### config.mk
export PLATFORM = sky130hd
export DESIGN_NAME = spdc_top
export DESIGN_NICKNAME = d
export VERILOG_FILES = /design/src/spdc_pkg.sv /design/src/spdc_det_if.sv /design/src/spdc_edge_delay.sv /design/src/spdc_top.sv
export SDC_FILE = /design/constraint.sdc
export NUM_CORES = 1
export LEC_CHECK = 0
export BUFFER_PORTS_ARGS = -buffer_cell sky130_fd_sc_hd__buf_2
export CAP_MARGIN = 10
export CELL_PAD_IN_SITES_DETAIL_PLACEMENT = 0
export CELL_PAD_IN_SITES_GLOBAL_PLACEMENT = 1
export CORE_MARGIN = 4
export CORE_UTILIZATION = 37
export DETAILED_ROUTE_END_ITERATION = 7
export MAX_ROUTING_LAYER = met4
export PLACE_DENSITY = 0.91
export REMOVE_ABC_BUFFERS = 1
export SLEW_MARGIN = 20
export SYNTH_ARGS = -nofsm -noshare
export SYNTH_HDL_FRONTEND = slang
export SYNTH_SLANG_ARGS = --single-unit
### constraint.sdc
create_clock -name mclk -period 5.82 [get_ports mclk]
set_input_delay 0.873 -clock mclk [delete_from_list [all_inputs] [get_ports mclk]]
set_output_delay 0.873 -clock mclk [all_outputs]
set_load 0.005 [all_outputs]
### src/spdc_pkg.sv
// Shared constants for the sample-pulse detect and clamp control block.
// Assumes a 32-bit APB slave with byte addresses formed as four times
// the register index.
package spdc_pkg;

    localparam int unsigned ADDR_W = 8;
    localparam int unsigned DATA_W = 32;
    localparam int unsigned REG_W  = 8;

    // Register indices; the bus byte address is four times the index.
    localparam logic [5:0] IDX_POWER_DOWN   = 6'h07;
    localparam logic [5:0] IDX_TIMING_CLAMP = 6'h08;
    localparam logic [5:0] IDX_STATUS       = 6'h09;
    localparam logic [5:0] IDX_MODE         = 6'h0a;

    localparam logic [ADDR_W-1:0] ADDR_POWER_DOWN   = {IDX_POWER_DOWN, 2'b00};
    localparam logic [ADDR_W-1:0] ADDR_TIMING_CLAMP = {IDX_TIMING_CLAMP, 2'b00};
    localparam logic [ADDR_W-1:0] ADDR_STATUS       = {IDX_STATUS, 2'b00};
    localparam logic [ADDR_W-1:0] ADDR_MODE         = {IDX_MODE, 2'b00};

    // Timing and clamp setup fields.
    localparam int unsigned TC_DETECT_EN = 0;
    localparam int unsigned TC_DELAY_LSB = 1;
    localparam int unsigned TC_DELAY_W   = 3;
    localparam int unsigned TC_POLARITY  = 4;
    localparam int unsigned TC_CLAMP_EN  = 5;
    localparam int unsigned TC_CLAMP_SRC = 6;

    // Power-down setup fields.
    localparam int unsigned PD_CONV_REF = 5;
    localparam int unsigned PD_MID_REF  = 6;

    // Mode register fields.
    localparam int unsigned MODE_COMPAT  = 0;
    localparam int unsigned MODE_REF_LSB = 1;
    localparam int unsigned MODE_REF_W   = 2;

    // Status register fields.
    localparam int unsigned ST_VIDEO  = 0;
    localparam int unsigned ST_RESET  = 1;
    localparam int unsigned ST_CLAMP  = 2;
    localparam int unsigned ST_TIMING = 3;
    localparam int unsigned ST_WAIT   = 4;

    localparam logic [REG_W-1:0] TC_RESET   = 8'h20;
    localparam logic [REG_W-1:0] PD_RESET   = 8'h00;
    localparam logic [REG_W-1:0] MODE_RESET = 8'h00;
    localparam logic [REG_W-1:0] SETUP_MASK = 8'h7f;
    localparam logic [REG_W-1:0] MODE_MASK  = 8'h07;

    // Longest programmable delay in master clock periods.
    localparam int unsigned DELAY_MAX = 7;

    typedef enum logic [0:0] {
        CLAMP_IDLE = 1'b0,
        CLAMP_WAIT = 1'b1
    } spdc_clamp_state_t;

endpackage

### src/spdc_det_if.sv
// Signals between the control top and the edge detector with delay line.
// Assumes both ends run on the same master clock.
`timescale 1ns/1ps
`default_nettype none
interface spdc_det_if;
    logic                              videoLevel;
    logic                              riseSel;
    logic                              detectOn;
    logic [spdc_pkg::TC_DELAY_W-1:0]   delaySel;
    logic                              timingPulse;
    logic                              pixelTick;

    modport ctrl (
        output videoLevel,
        output riseSel,
        output detectOn,
        output delaySel,
        input  timingPulse,
        input  pixelTick
    );

    modport det (
        input  videoLevel,
        input  riseSel,
        input  detectOn,
        input  delaySel,
        output timingPulse,
        output pixelTick
    );
endinterface
`default_nettype wire

### src/spdc_edge_delay.sv
// Edge detector for the synchronised video-sample level and a short
// delay line that places the internal timing pulse.
// Assumes videoLevel is already synchronised to mclk.
`timescale 1ns/1ps
`default_nettype none
module spdc_edge_delay (
    input  wire logic  mclk,
    input  wire logic  rst_n,
    spdc_det_if.det    det
);
    logic                                prevLevel;
    logic                                riseHit;
    logic                                fallHit;
    logic                                edgeHit;
    logic [spdc_pkg::DELAY_MAX-1:0]      delayLine;
    logic [spdc_pkg::DELAY_MAX:0]        taps;

    always_ff @(posedge mclk) begin
        if (!rst_n) begin
            prevLevel <= 1'b0;
        end else begin
            prevLevel <= det.videoLevel;
        end
    end

    assign riseHit = det.videoLevel & ~prevLevel;
    assign fallHit = ~det.videoLevel & prevLevel;
    assign edgeHit = det.riseSel ? riseHit : fallHit;

    // A shift line rather than a counter, so edges closer together than
    // the delay each still produce their own pulse.
    always_ff @(posedge mclk) begin
        if (!rst_n || !det.detectOn) begin
            delayLine <= '0;
        end else begin
            delayLine <= {delayLine[spdc_pkg::DELAY_MAX-2:0], edgeHit};
        end
    end

    assign taps            = {delayLine, edgeHit};
    assign det.timingPulse = det.detectOn & taps[det.delaySel];
    assign det.pixelTick   = det.detectOn ? det.timingPulse : riseHit;
endmodule
`default_nettype wire

### src/spdc_top.sv
// Sample-pulse detect and reset-level clamp control with reference
// buffer power-down bits, reached over a 32-bit APB slave.
// Assumes the sample pins come from an outside timing controller and
// are asynchronous to mclk; everything else runs on mclk.
//
// Contract
// - Conversion reference off disables top, bottom buffers.
// - Mid reference off disables the mid buffer.
// - Detect enable ignored outside compatibility mode.
// - Compat without detect forwards video level directly.
// - Compat with detect forwards internal pulse instead.
// - Pulse delayed by detect_delay clocks; resets zero.
// - Delay ignored unless compat and detect enabled.
// - Polarity zero falling edges, one rising edges.
// - Polarity ignored unless compat and detect enabled.
// - Clamp only while clamp enable set; resets one.
// - Compat mode clamps every pixel at reference timing; a new tick during the wait restarts it, dropping the pending clamp.
// - Clamp source select ignored in compatibility mode.
// - Source zero: switch follows reset-sample level.
// - Source one: switch closes on both pins high.
//
// Decided for this implementation: the APB register port.
`timescale 1ns/1ps
`default_nettype none
module spdc_top (
    input  wire logic                            mclk,
    input  wire logic                            rst_n,
    input  wire logic                            psel,
    input  wire logic                            penable,
    input  wire logic                            pwrite,
    input  wire logic [spdc_pkg::ADDR_W-1:0]     paddr,
    input  wire logic [spdc_pkg::DATA_W-1:0]     pwdata,
    output logic      [spdc_pkg::DATA_W-1:0]     prdata,
    output logic                                 pready,
    output logic                                 pslverr,
    input  wire logic                            videoSamplePin,
    input  wire logic                            resetSamplePin,
    output logic                                 timingSample,
    output logic                                 levelClampSwitch,
    output logic                                 topReferenceBufEn,
    output logic                                 bottomReferenceBufEn,
    output logic                                 midReferenceBufEn
);

    // Register storage.
    logic [spdc_pkg::REG_W-1:0]          timingClampSetup;
    logic [spdc_pkg::REG_W-1:0]          powerDownSetup;
    logic [spdc_pkg::REG_W-1:0]          modeSetup;

    // Pin synchronisers.
    logic                                videoMeta;
    logic                                videoSync;
    logic                                resetMeta;
    logic                                resetSync;

    // Decoded controls.
    logic                                compatNibbleMode;
    logic                                sampleDetectEn;
    logic                                edgePolarity;
    logic                                clampEnable;
    logic                                clampSourceSel;
    logic [spdc_pkg::TC_DELAY_W-1:0]     detectDelay;
    logic [spdc_pkg::MODE_REF_W-1:0]     sampleRefTiming;
    logic                                detectActive;

    // Compatibility-mode clamp sequencing.
    spdc_pkg::spdc_clamp_state_t         clampState;
    spdc_pkg::spdc_clamp_state_t         next_clampState;
    logic [spdc_pkg::MODE_REF_W-1:0]     clampCount;
    logic                                compatClampPulse;
    logic                                next_clampSwitch;

    // Bus decode.
    logic                                setupPhase;
    logic                                accessDone;
    logic                                writeTake;
    logic [spdc_pkg::REG_W-1:0]          readValue;
    logic                                addrHit;

    spdc_det_if detBus ();

    function automatic logic mapped(input logic [spdc_pkg::ADDR_W-1:0] addr);
        return (addr == spdc_pkg::ADDR_POWER_DOWN)   ||
               (addr == spdc_pkg::ADDR_TIMING_CLAMP) ||
               (addr == spdc_pkg::ADDR_STATUS)       ||
               (addr == spdc_pkg::ADDR_MODE);
    endfunction

    // Pin synchronisers: the first stage feeds only the second.
    // The pins are asynchronous to mclk, so two flops guard against metastability.
    always_ff @(posedge mclk) begin
        if (!rst_n) begin
            videoMeta <= 1'b0;
            videoSync <= 1'b0;
        end else begin
            videoMeta <= videoSamplePin;
            videoSync <= videoMeta;
        end
    end

    always_ff @(posedge mclk) begin
        if (!rst_n) begin
            resetMeta <= 1'b0;
            resetSync <= 1'b0;
        end else begin
            resetMeta <= resetSamplePin;
            resetSync <= resetMeta;
        end
    end

    // Field decode.
    // Each control is a fixed slice of its register, so decode is plain wiring.
    assign compatNibbleMode = modeSetup[spdc_pkg::MODE_COMPAT];
    assign sampleRefTiming  = modeSetup[spdc_pkg::MODE_REF_LSB +: spdc_pkg::MODE_REF_W];
    assign sampleDetectEn   = timingClampSetup[spdc_pkg::TC_DETECT_EN];
    assign detectDelay      = timingClampSetup[spdc_pkg::TC_DELAY_LSB +: spdc_pkg::TC_DELAY_W];
    assign edgePolarity     = timingClampSetup[spdc_pkg::TC_POLARITY];
    assign clampEnable      = timingClampSetup[spdc_pkg::TC_CLAMP_EN];
    assign clampSourceSel   = timingClampSetup[spdc_pkg::TC_CLAMP_SRC];

    // Detection, delay and polarity only count in compatibility mode.
    assign detectActive = compatNibbleMode & sampleDetectEn;

    assign detBus.videoLevel = videoSync;
    assign detBus.riseSel    = detectActive & edgePolarity;
    assign detBus.detectOn   = detectActive;
    assign detBus.delaySel   = detectActive ? detectDelay : '0;

    spdc_edge_delay edgeDelay (
        .mclk  (mclk),
        .rst_n (rst_n),
        .det   (detBus.det)
    );

    // Timing path to the timing controller.
    // Registered so the timing controller never sees a decode glitch.
    always_ff @(posedge mclk) begin
        if (!rst_n) begin
            timingSample <= 1'b0;
        end else if (detectActive) begin
            timingSample <= detBus.timingPulse;
        end else begin
            timingSample <= videoSync;
        end
    end

    // Compatibility-mode clamp: one clamp pulse per pixel, placed
    // sampleRefTiming clocks after the pixel tick. A new tick while
    // waiting restarts the wait, so a pixel never gets two clamps.
    always_comb begin
        next_clampState  = clampState;
        compatClampPulse = 1'b0;
        case (clampState)
            spdc_pkg::CLAMP_IDLE: begin
                if (detBus.pixelTick) begin
                    if (sampleRefTiming == '0) begin
                        compatClampPulse = 1'b1;
                    end else begin
                        next_clampState = spdc_pkg::CLAMP_WAIT;
                    end
                end
            end
            spdc_pkg::CLAMP_WAIT: begin
                if (detBus.pixelTick) begin
                    next_clampState = spdc_pkg::CLAMP_WAIT;
                end else if (clampCount == '0) begin
                    compatClampPulse = 1'b1;
                    next_clampState  = spdc_pkg::CLAMP_IDLE;
                end
            end
            default: begin
                next_clampState = spdc_pkg::CLAMP_IDLE;
            end
        endcase
    end

    always_ff @(posedge mclk) begin
        if (!rst_n || !compatNibbleMode) begin
            clampState <= spdc_pkg::CLAMP_IDLE;
        end else begin
            clampState <= next_clampState;
        end
    end

    always_ff @(posedge mclk) begin
        if (!rst_n) begin
            clampCount <= '0;
        end else if (detBus.pixelTick) begin
            clampCount <= sampleRefTiming - 2'h1;
        end else if (clampState == spdc_pkg::CLAMP_WAIT && clampCount != '0) begin
            clampCount <= clampCount - 2'h1;
        end
    end

    // Clamp switch selection.
    // Compatibility mode is tested before the source select, which it overrides.
    always_comb begin
        if (!clampEnable) begin
            next_clampSwitch = 1'b0;
        end else if (compatNibbleMode) begin
            next_clampSwitch = compatClampPulse;
        end else if (clampSourceSel) begin
            next_clampSwitch = resetSync & videoSync;
        end else begin
            next_clampSwitch = resetSync;
        end
    end

    always_ff @(posedge mclk) begin
        if (!rst_n) begin
            levelClampSwitch <= 1'b0;
        end else begin
            levelClampSwitch <= next_clampSwitch;
        end
    end

    // Reference buffer enables.
    // A buffer follows its power-off bit one cycle after the write lands.
    always_ff @(posedge mclk) begin
        if (!rst_n) begin
            topReferenceBufEn    <= 1'b1;
            bottomReferenceBufEn <= 1'b1;
            midReferenceBufEn    <= 1'b1;
        end else begin
            topReferenceBufEn    <= ~powerDownSetup[spdc_pkg::PD_CONV_REF];
            bottomReferenceBufEn <= ~powerDownSetup[spdc_pkg::PD_CONV_REF];
            midReferenceBufEn    <= ~powerDownSetup[spdc_pkg::PD_MID_REF];
        end
    end

    // APB slave: the answer is prepared in the setup cycle, so every
    // access phase lasts exactly one cycle and the outputs stay flops.
    // Unmapped addresses answer with an error and change no register.
    assign setupPhase = psel & ~penable;
    assign accessDone = psel & penable & pready;
    assign writeTake  = accessDone & pwrite & ~pslverr;
    assign addrHit    = mapped(paddr);

    always_comb begin
        case (paddr)
            spdc_pkg::ADDR_POWER_DOWN:   readValue = powerDownSetup;
            spdc_pkg::ADDR_TIMING_CLAMP: readValue = timingClampSetup;
            spdc_pkg::ADDR_MODE:         readValue = modeSetup;
            spdc_pkg::ADDR_STATUS: begin
                readValue                       = '0;
                readValue[spdc_pkg::ST_VIDEO]   = videoSync;
                readValue[spdc_pkg::ST_RESET]   = resetSync;
                readValue[spdc_pkg::ST_CLAMP]   = levelClampSwitch;
                readValue[spdc_pkg::ST_TIMING]  = timingSample;
                readValue[spdc_pkg::ST_WAIT]    = (clampState == spdc_pkg::CLAMP_WAIT);
            end
            default:                     readValue = '0;
        endcase
    end

    always_ff @(posedge mclk) begin
        if (!rst_n) begin
            pready  <= 1'b0;
            pslverr <= 1'b0;
            prdata  <= '0;
        end else if (setupPhase) begin
            pready  <= 1'b1;
            pslverr <= ~addrHit;
            prdata  <= (pwrite || !addrHit) ? '0
                     : {{(spdc_pkg::DATA_W-spdc_pkg::REG_W){1'b0}}, readValue};
        end else if (accessDone) begin
            pready  <= 1'b0;
            pslverr <= 1'b0;
            prdata  <= '0;
        end
    end

    // The top setup bit is never stored, so it reads back as zero.
    always_ff @(posedge mclk) begin
        if (!rst_n) begin
            timingClampSetup <= spdc_pkg::TC_RESET;
        end else if (writeTake && paddr == spdc_pkg::ADDR_TIMING_CLAMP) begin
            timingClampSetup <= pwdata[spdc_pkg::REG_W-1:0] & spdc_pkg::SETUP_MASK;
        end
    end

    always_ff @(posedge mclk) begin
        if (!rst_n) begin
            powerDownSetup <= spdc_pkg::PD_RESET;
        end else if (writeTake && paddr == spdc_pkg::ADDR_POWER_DOWN) begin
            powerDownSetup <= pwdata[spdc_pkg::REG_W-1:0] & spdc_pkg::SETUP_MASK;
        end
    end

    always_ff @(posedge mclk) begin
        if (!rst_n) begin
            modeSetup <= spdc_pkg::MODE_RESET;
        end else if (writeTake && paddr == spdc_pkg::ADDR_MODE) begin
            modeSetup <= pwdata[spdc_pkg::REG_W-1:0] & spdc_pkg::MODE_MASK;
        end
    end

endmodule
`default_nettype wire
==> results of run 1 <==
## metal layers
metal | vias up | wire length, um
li1 | 809 | -
met1 | 758 | 2065
met2 | 50 | 1989
met3 | 6 | 217
met4 | 0 | 50
met5 | - | 0
## cells in the mapped netlist (2+ instances only)
cell type / n
nor2_1: 29
inv_1: 5
and2_1: 6
nand2b_1: 5
a211oi_1: 2
nand4_1: 2
clkbuf_1: 7
a22oi_1: 4
a21oi_1: 9
dfxtp_1: 45
o21ai_0: 9
and3_1: 6
o31ai_1: 2
mux2i_1: 21
a221oi_1: 3
nand2_1: 18
a22o_1: 2
nand3_1: 8
buf_4: 26
nor3_1: 2
## where the power goes
part,internal [mW],total (mW),switching (mW)
logic,0.0112,0.0317,0.0205
clock network,0.129,0.238,0.109
registers,0.311,0.313,0.00236
total,0.450,0.582,0.132
## stage by stage
step	power, mW	cell area [um^2]	hold WS, ns	instances
3_5_place_dp	0.3515	2212	0.3941	326
4_1_cts	0.5874	2327	0.4131	334
2_1_floorplan	0.3339	1947	0.3709	219
3_3_place_gp	0.3510	2212	0.3867	326
6_report	0.5823	2327	0.4106	334
5_1_grt	0.6046	2327	0.4330	334
## cell families after synthesis
kind of cell    count (synthesis)  synth area share, %
simple gates                   85                21.86
flops                          45                43.24
buf+inv                        39                11.77
compound gates                 35                10.81
mux                            23                11.71
xor+xnor                        1               0.4205
other cells                     1               0.1800
## final timing paths
kind / startpoint / end / cells past startpoint
min: powerDownSetup[5]$_SDFFE_PN0P_ / bottomReferenceBufEn$_SDFF_PN1_ / 1
min reg2reg: powerDownSetup[5]$_SDFFE_PN0P_ / bottomReferenceBufEn$_SDFF_PN1_ / 1
max reg2reg: timingClampSetup[2]$_SDFFE_PN0P_ / levelClampSwitch$_SDFF_PN0_ / 6
max: paddr[1] / prdata[0]$_SDFFE_PN0P_ / 7
## state kept, by name, summed over array words and instances (netlist names)
register / count
edgeDelay.delayLine: 7
clampState: 1
edgeDelay.prevLevel: 1
timingSample: 1
pslverr: 1
prdata: 7
resetSync: 1
bottomReferenceBufEn: 1
videoMeta: 1
powerDownSetup: 7
levelClampSwitch: 1
resetMeta: 1
pready: 1
timingClampSetup: 7
detBus.videoLevel: 1
midReferenceBufEn: 1
modeSetup: 3
clampCount: 2
## critical path: cells and delay by family
| kind | cells | cell delay, ns |
|---|---|---|
| AO/OA/AOI/OAI | 2 | 0.37 |
| buffers and inverters | 1 | 0.10 |
| AND/OR/NAND/NOR | 4 | 1.84 |
## cell type report
| class | count | area share [%] |
|---|---|---|
| sequential | 45 | 38.71 |
| clock buffer | 5 | 2.957 |
| clock inverter | 3 | 1.989 |
| multi-input combinational | 169 | 44.14 |
| tap | 72 | 3.871 |
| timing repair buffer | 35 | 7.527 |
| inverter | 5 | 0.8065 |
==> results_dict.tcl, run 1 <==
set metrics [dict create \
    status "complete, no violations" \
    max_stage_delay_ns 0.77 \
    nNetsFinal 308 \
    syn2layout_area_growth_pct 11.71 \
    yosysTopAreaCell "dfxtp_1" \
    maxCapViolCount 0 \
    met2_usage_pct 20.04 \
    multi_input_area_um2 1027 \
    slew_viol_final 0 \
    clk_latency_ns 0.30 \
    vdd_drop_max_mv 0.1231 \
    final_core_util_pct 42.52 \
    ctsResizeCount 0 \
    syn_avg_cell_area_um2 9.097 \
    pin_count 86 \
    gp_congestion 0.7870 \
    ff2ff_setup_slack_ns 3.71 \
    path_cells "buf_2, or4_4, nor4b_2, a21oi_1, nor4b_4, nand2_1, o21ai_0" \
    htreeDepth 2 \
    cts_num_sinks 45 \
    routedWlPerCell_um 12.94 \
    most-common-layout-cells "dfxtp_1 (45), buf_2 (35), nor2_1 (29)" \
    drt-pass1-iter-count 4 \
    top_usage_layer "met2" \
    hold_violations 0 \
    die_w_um 83.04 \
    drive_above_1_share_pct 18.70 \
    synth_edf_count 0 \
    use_met1_pct 16.41 \
    fp-row-count 27 \
    yosysSeqAreaShare_pct 43.24 \
    overflow 0 \
    ys.flop_type "dfxtp_1" \
    post_cts_buffers 0 \
    setup_violations 0 \
    final_common_cell "dfxtp_1" \
    crit_fanout 9 \
    die_area_um2 6895 \
    clkTransAtPathRegs_ns 0.09 \
    tns_ns 0 \
    slew_headroom_pct 42.34 \
    synthTopCellsByArea "dfxtp_1 (43%), mux2i_1 (10%), buf_4 (9.4%), nor2_1 (5.2%), nand2_1 (3.2%)" \
    nFillCells 571 \
    fin_skew_ns 0.008948 \
    finalCritPeriodShare_pct 50.71 \
    diodes 0 \
    numCtsBuffers 5 \
    cts_tree "yes" \
    synthArstFlopShare_pct 0 \
    pre_cts_ws_ns 2.556 \
    dp_hpwl_um 3206 \
    grt_pass1_vias 1487 \
    path_class "input port to flip-flop" \
    cts_buffer_depth 2 \
    yosysWarnings 0 \
    rsz0062_at_grt "false" \
    ant_nets 0 \
    antenna_found_initial 0 \
    synth_seq_cells 45 \
    cp_data_required_time_ns 6.05 \
    root_buffer "clkbuf_8" \
    vias 1623 \
    port_buffers 35 \
    worst_slew_pin_slew_ns 0.8627 \
    grt_max_degree 25 \
    start_util_pct 38.07 \
    grt_usage_pct 12.63 \
    synthCells 229 \
    drt-initial-drc-count 112 \
    p_per_area_nw_per_um2 250.2 \
    cts_hold_buf 0 \
    min_period_ns 2.951 \
    worstPathArrival_ns 3.18 \
    routed_via_density 4.859 \
    synth_top_area_share_pct 43.24 \
    die_h_um 83.04 \
    ys_types 38 \
    endpoint_kind "flip-flop" \
    fmaxAchievable_ghz 0.3389 \
    worstHoldPathType "flip-flop to flip-flop" \
    coreArea_um2 5473 \
    p_leak_nw 0.9918 \
    synth_area_um2 2083 \
    use_met3_pct 2.480 \
    critPathSlowestCell "nor4b_2" \
    start_kind "input port" \
    register_area_um2 900.9 \
    wl_um 4322 \
    grt_pass1_wl_um 7010 \
    fin_ws_ns 2.869 \
    remaining_drc_errors 0 \
]
(Power assumes the default switching activity.)
==> run 2: changes to the inputs <==
--- a/config.mk
+++ b/config.mk
@@ -10,10 +10,10 @@
 export CELL_PAD_IN_SITES_DETAIL_PLACEMENT = 0
 export CELL_PAD_IN_SITES_GLOBAL_PLACEMENT = 1
 export CORE_MARGIN = 4
-export CORE_UTILIZATION = 37
+export CORE_UTILIZATION = 34
 export DETAILED_ROUTE_END_ITERATION = 7
 export MAX_ROUTING_LAYER = met4
-export PLACE_DENSITY = 0.91
+export PLACE_DENSITY = 0.85
 export REMOVE_ABC_BUFFERS = 1
 export SLEW_MARGIN = 20
 export SYNTH_ARGS = -nofsm -noshare
==> constraint.sdc (replaced) <==
create_clock -name mclk -period 3.1 [get_ports mclk]
set_input_delay 0.465 -clock mclk [delete_from_list [all_inputs] [get_ports mclk]]
set_output_delay 0.465 -clock mclk [all_outputs]
set_load 0.005 [all_outputs]
==> results_dict.tcl, run 2 (synthesis results as in run 1) <==
set metrics [dict create \
    status "complete, no violations" \
    numCtsBuffers 5 \
    wl_met3_um 204 \
    antenna_found_initial 0 \
    die_area_um2 7443 \
    setup_violations 0 \
    critPathSlowestCell "or4b_1" \
    fin_ws_ns 0.7723 \
    power_mw 0.9713 \
    r2r_start "timingClampSetup[2]$_SDFFE_PN0P_" \
    dr_wl_met2_um 1984 \
    post_cts_buffers 0 \
    fp-row-count 28 \
    min_from "videoSamplePin" \
    ff2ff_setup_slack_ns 1.05 \
    finalCritPeriodShare_pct 75.09 \
    drt-initial-drc-count 94 \
    slew_headroom_pct 48.60 \
    rr_worst_depth 6 \
    holdPathStages 2 \
    die_w_um 86.28 \
    cts_num_sinks 45 \
    postLayoutCellArea_um2 2305 \
    vdd_drop_max_mv 0.3137 \
    p_leak_nw 0.9883 \
    vias 1603 \
    maxCapViolCount 0 \
    dp_cells 331 \
    port_buffers 35 \
    pre_cts_ws_ns 0.4972 \
    p_per_area_nw_per_um2 421.4 \
    die_h_um 86.28 \
    fin_skew_ns 0.006534 \
    wl_um 4235 \
    wl_met1_um 2010 \
    top_layer "met4" \
    syn2layout_area_growth_pct 10.63 \
    max_stage_delay_ns 0.69 \
    cp_data_required_time_ns 3.25 \
    worstHoldPathType "input port to flip-flop" \
    r2r_end "levelClampSwitch$_SDFF_PN0_" \
    fin_hold_ws_ns 0.3740 \
    nNetsFinal 310 \
    worst_slew_pin_slew_ns 0.7702 \
    worstPathArrival_ns 2.48 \
    hold_violations 0 \
    pin_count 86 \
    placed_area_um2 2231 \
    dp_hpwl_um 3162 \
    routedWlPerCell_um 12.57 \
    slew_viol_final 0 \
    cts_buffer_depth 2 \
    grt_pass1_vias 1428 \
    start_kind "input port" \
    root_buffer "clkbuf_8" \
    ctsResizeCount 0 \
    gp_congestion 0.7982 \
    worst-path-buf-inv 2 \
    endpoint_kind "flip-flop" \
    final_core_util_pct 38.93 \
    grt_usage_pct 11.54 \
    clk_latency_ns 0.29 \
    htreeDepth 2 \
    path_class "input port to flip-flop" \
    ant_nets 0 \
    min_period_ns 2.328 \
    most-common-layout-cells "dfxtp_1 (45), buf_2 (35), nor2_1 (29)" \
    critical-path-top-delay-family "simple AND/OR/NAND/NOR gates" \
    diodes 0 \
    overflow 0 \
    stdcell_count 337 \
    start_util_pct 35.19 \
    hold_end "videoMeta$_SDFF_PN0_" \
    clkTransAtPathRegs_ns 0.07 \
    grt_max_degree 25 \
    grt_pass1_wl_um 6637 \
    coreArea_um2 5921 \
    rsz0062_at_grt "false" \
    path_cells "buf_2, or4_4, or4b_1, nor4_4, buf_4, mux2i_1, nor2_1" \
    drt-pass1-iter-count 4 \
    nFillCells 604 \
    tns_ns 0 \
    crit_fanout 7 \
    cts_hold_buf 0 \
    final_common_cell "dfxtp_1" \
    drive_above_1_share_pct 18.70 \
    fmaxAchievable_ghz 0.4296 \
    routed_via_density 4.757 \
    cts_tree "yes" \
    remaining_drc_errors 0 \
]
[run 2: cell count changes in the layout (fill, tap and decap cells not counted)]
cell	before	now
buf_4	0	2
bufinv_16	1	0
clkinv_2	0	1
clkinvlp_4	1	0
clkinv_4	1	0
[run 2: power by group]
part	switching (mW)	internal (mW)
registers	0.00452	0.583
logic	0.0380	0.0211
clock network	0.176	0.148
total	0.219	0.753
[run 2: worst register-to-register path, delay by kind of cell (launching register included)]
kind            cells  cell delay (ns)
compound gates      2             0.35
mux                 3             0.98
flops               1             0.43
simple gates        1             0.17
[run 2: worst max-delay path by stage]
stage                        start                                to  slack (ns)  depth (start not counted)
after detailed placement  paddr[1]  timingClampSetup[4]$_SDFFE_PN0P_        0.50                          7
after global routing      paddr[1]  timingClampSetup[4]$_SDFFE_PN0P_        0.72                          7
after floorplan           paddr[1]  timingClampSetup[0]$_SDFFE_PN0P_        0.62                          5
after CTS                 paddr[1]  timingClampSetup[4]$_SDFFE_PN0P_        0.79                          7
final                     paddr[1]  timingClampSetup[4]$_SDFFE_PN0P_        0.77                          7
after global placement    paddr[1]  timingClampSetup[3]$_SDFFE_PN0P_        0.52                          7
[run 2: layout make-up]
| type | count | area, um^2 | share of cell area [%] |
|---|---|---|---|
| Multi-Input combinational cell | 169 | 1027 | 44.57 |
| Sequential cell | 45 | 900.9 | 39.09 |
| Timing Repair Buffer | 37 | 190.2 | 8.252 |
| Tap cell | 75 | 93.84 | 4.072 |
| Clock buffer | 5 | 68.82 | 2.986 |
| Inverter | 5 | 18.77 | 0.8143 |
| Clock inverter | 1 | 5.005 | 0.2172 |
[run 2: routing by layer]
metal | vias to the layer above | GRT usage, %
met2 | 38 | 17.38
met1 | 747 | 15.33
li1 | 812 | -
met4 | 0 | 2.550
met3 | 6 | 3.517
met5 | - | -
==> run 3: changes to the inputs <==
--- a/config.mk
+++ b/config.mk
@@ -5,15 +5,16 @@
 export SDC_FILE = /design/constraint.sdc
 export NUM_CORES = 1
 export LEC_CHECK = 0
+export ABC_AREA = 1
 export BUFFER_PORTS_ARGS = -buffer_cell sky130_fd_sc_hd__buf_2
 export CAP_MARGIN = 10
 export CELL_PAD_IN_SITES_DETAIL_PLACEMENT = 0
 export CELL_PAD_IN_SITES_GLOBAL_PLACEMENT = 1
 export CORE_MARGIN = 4
-export CORE_UTILIZATION = 34
+export CORE_UTILIZATION = 30
 export DETAILED_ROUTE_END_ITERATION = 7
 export MAX_ROUTING_LAYER = met4
-export PLACE_DENSITY = 0.85
+export PLACE_DENSITY = 0.82
 export REMOVE_ABC_BUFFERS = 1
 export SLEW_MARGIN = 20
 export SYNTH_ARGS = -nofsm -noshare
==> constraint.sdc (replaced) <==
create_clock -name mclk -period 2 [get_ports mclk]
set_input_delay 0.3 -clock mclk [delete_from_list [all_inputs] [get_ports mclk]]
set_output_delay 0.3 -clock mclk [all_outputs]
set_load 0.005 [all_outputs]
==> results_dict.tcl, run 3 <==
set metrics [dict create \
    status "complete, no violations" \
    synth_seq_cells 45 \
    drive_above_1_share_pct 21.20 \
    vias 1932 \
    nNetsFinal 395 \
    ff2ff_setup_slack_ns 0.36 \
    cts_buffer_depth 2 \
    synthCells 309 \
    most-common-layout-cells "nand2_1 (52), dfxtp_1 (45), inv_1 (43)" \
    clkTransAtPathRegs_ns 0.08 \
    port_buffers 35 \
    fmaxAchievable_ghz 0.6109 \
    maxCapViolCount 0 \
    die_w_um 94.62 \
    synth_top_area_share_pct 40.02 \
    grt_pass1_vias 1689 \
    min_period_ns 1.637 \
    cp_data_required_time_ns 2.18 \
    power_mw 1.743 \
    path_class "flip-flop to flip-flop" \
    p_leak_nw 1.067 \
    critical-path-top-delay-family "simple AND/OR/NAND/NOR gates" \
    ys.flop_type "dfxtp_1" \
    grt_max_degree 20 \
    synth_commonest_cells "nand2_1 (52), dfxtp_1 (45), inv_1 (43), nor2_1 (28), buf_4 (26)" \
    r2r_end "timingClampSetup[4]$_SDFFE_PN0P_" \
    nFillCells 804 \
    setup_violations 0 \
    die_area_um2 8953 \
    crit_fanout 11 \
    die_h_um 94.62 \
    register_area_um2 900.9 \
    rsz0062_at_grt "false" \
    worstPathArrival_ns 1.82 \
    grt_pass1_wl_um 7990 \
    finalCritPeriodShare_pct 81.84 \
    dp_cells 440 \
    routed_via_density 4.313 \
    ys_types 33 \
    gp_congestion 0.8512 \
    synthArstFlopShare_pct 0 \
    post_cts_buffers 0 \
    syn2layout_area_growth_pct 13.90 \
    overflow 0 \
    yosysWarnings 0 \
    min_from "videoSamplePin" \
    clk_latency_ns 0.30 \
    pin_count 86 \
    synth_edf_count 0 \
    yosysSeqAreaShare_pct 40.02 \
    remaining_drc_errors 0 \
    p_per_area_nw_per_um2 680.0 \
    stdcell_count 448 \
    yosysTopAreaCell "dfxtp_1" \
    cts_hold_buf 0 \
    worst-path-buf-inv 4 \
    critPathSlowestCell "dfxtp_1" \
    hold_end "videoMeta$_SDFF_PN0_" \
    drt-pass1-iter-count 4 \
    syn_avg_cell_area_um2 7.284 \
    start_kind "flip-flop" \
    hold_violations 0 \
    synth_area_um2 2251 \
    wl_um 4887 \
    path_cells "inv_1, nor3_2, inv_2, nor3_2, inv_2, nor2_4, inv_1, o21ai_0, a21oi_1" \
    slew_viol_final 0 \
    diodes 0 \
    antenna_found_initial 0 \
    htreeDepth 2 \
    max_stage_delay_ns 0.35 \
    start_util_pct 30.87 \
    endpoint_kind "flip-flop" \
    fin_skew_ns 0.003964 \
    rr_worst_depth 9 \
    ant_nets 0 \
    coreArea_um2 7292 \
    r2r_start "pready$_SDFFE_PN0P_" \
    dp_hpwl_um 3923 \
    cts_tree "yes" \
    multi_input_area_um2 1030 \
    crit_cells 9 \
    ctsResizeCount 0 \
    synthTopCellsByArea "dfxtp_1 (40%), buf_4 (8.7%), nand2_1 (8.7%), inv_1 (7.2%), nor2_1 (4.7%)" \
    drt-initial-drc-count 91 \
    final_common_cell "nand2_1" \
    synth_most_common_cell "nand2_1" \
    vdd_drop_max_mv 0.2256 \
    grt_usage_pct 11.72 \
    fp-row-count 31 \
    numCtsBuffers 5 \
    holdPathStages 3 \
    routedWlPerCell_um 10.91 \
    root_buffer "clkbuf_8" \
    tns_ns 0 \
    worstHoldPathType "input port to flip-flop" \
    cts_num_sinks 45 \
]
[run 3: kinds of logic after synthesis]
logic type | synth area share (%)
other | 0.1666
flip-flops | 40.02
buffers and inverters | 18.23
AND/OR/NAND/NOR | 28.18
AO/OA/AOI/OAI | 13.40
[run 3: stage by stage]
step,instance area (um^2),hold WS [ns],util [%],setup slack [ns]
after floorplan,2122,0.3678,-,0.5474
after global placement,2444,0.3848,33.51,0.2902
after detailed placement,2444,0.3864,33.51,0.2774
after CTS,2564,0.1755,35.16,0.3398
after global routing,2564,0.1717,35.16,0.1613
final,2564,0.1823,35.16,0.3632
[run 3: power by group]
| part | switching [mW] | internal (mW) |
|---|---|---|
| clock network | 0.311 | 0.406 |
| registers | 0.00599 | 0.905 |
| logic | 0.0762 | 0.0390 |
| total | 0.393 | 1.35 |
[run 3: how the worst max path moves through the flow]
| stage | from | endpoint | slack (ns) |
|---|---|---|---|
| 6_report | pready$_SDFFE_PN0P_ | timingClampSetup[4]$_SDFFE_PN0P_ | 0.36 |
| 5_1_grt | timingClampSetup[0]$_SDFFE_PN0P_ | clampCount[1]$_SDFFE_PN0P_ | 0.16 |
| 4_1_cts | pready$_SDFFE_PN0P_ | timingClampSetup[4]$_SDFFE_PN0P_ | 0.34 |
| 3_5_place_dp | paddr[7] | timingClampSetup[4]$_SDFFE_PN0P_ | 0.28 |
| 3_3_place_gp | paddr[7] | timingClampSetup[4]$_SDFFE_PN0P_ | 0.29 |
| 2_1_floorplan | timingClampSetup[1]$_SDFFE_PN0P_ | clampCount[1]$_SDFFE_PN0P_ | 0.55 |
[run 3: metal layers]
| layer | share of wire, % | vias up | global-route usage (%) |
|---|---|---|---|
| met5 | 0 | - | - |
| met2 | 45 | 48 | 17.03 |
| met4 | 1.6 | 0 | 4.688 |
| met3 | 6.2 | 6 | 2.948 |
| met1 | 48 | 861 | 15.51 |
| li1 | - | 1017 | - |
[run 3: final cells by class]
type,instances,share of cell area (%)
Clock buffer,6,3.221
Sequential cell,45,35.14
Inverter,51,7.467
Multi-Input combinational cell,207,40.17
Tap cell,99,4.832
Clock inverter,2,1.464
Timing Repair Buffer,38,7.711
[run 3: worst register-to-register path, delay by kind of cell (launching register included)]
kind | cells | cell delay (ns)
AOI/OAI and AO/OA | 2 | 0.24
buffers and inverters | 4 | 0.41
DFF | 1 | 0.35
and+or+nand+nor | 3 | 0.52
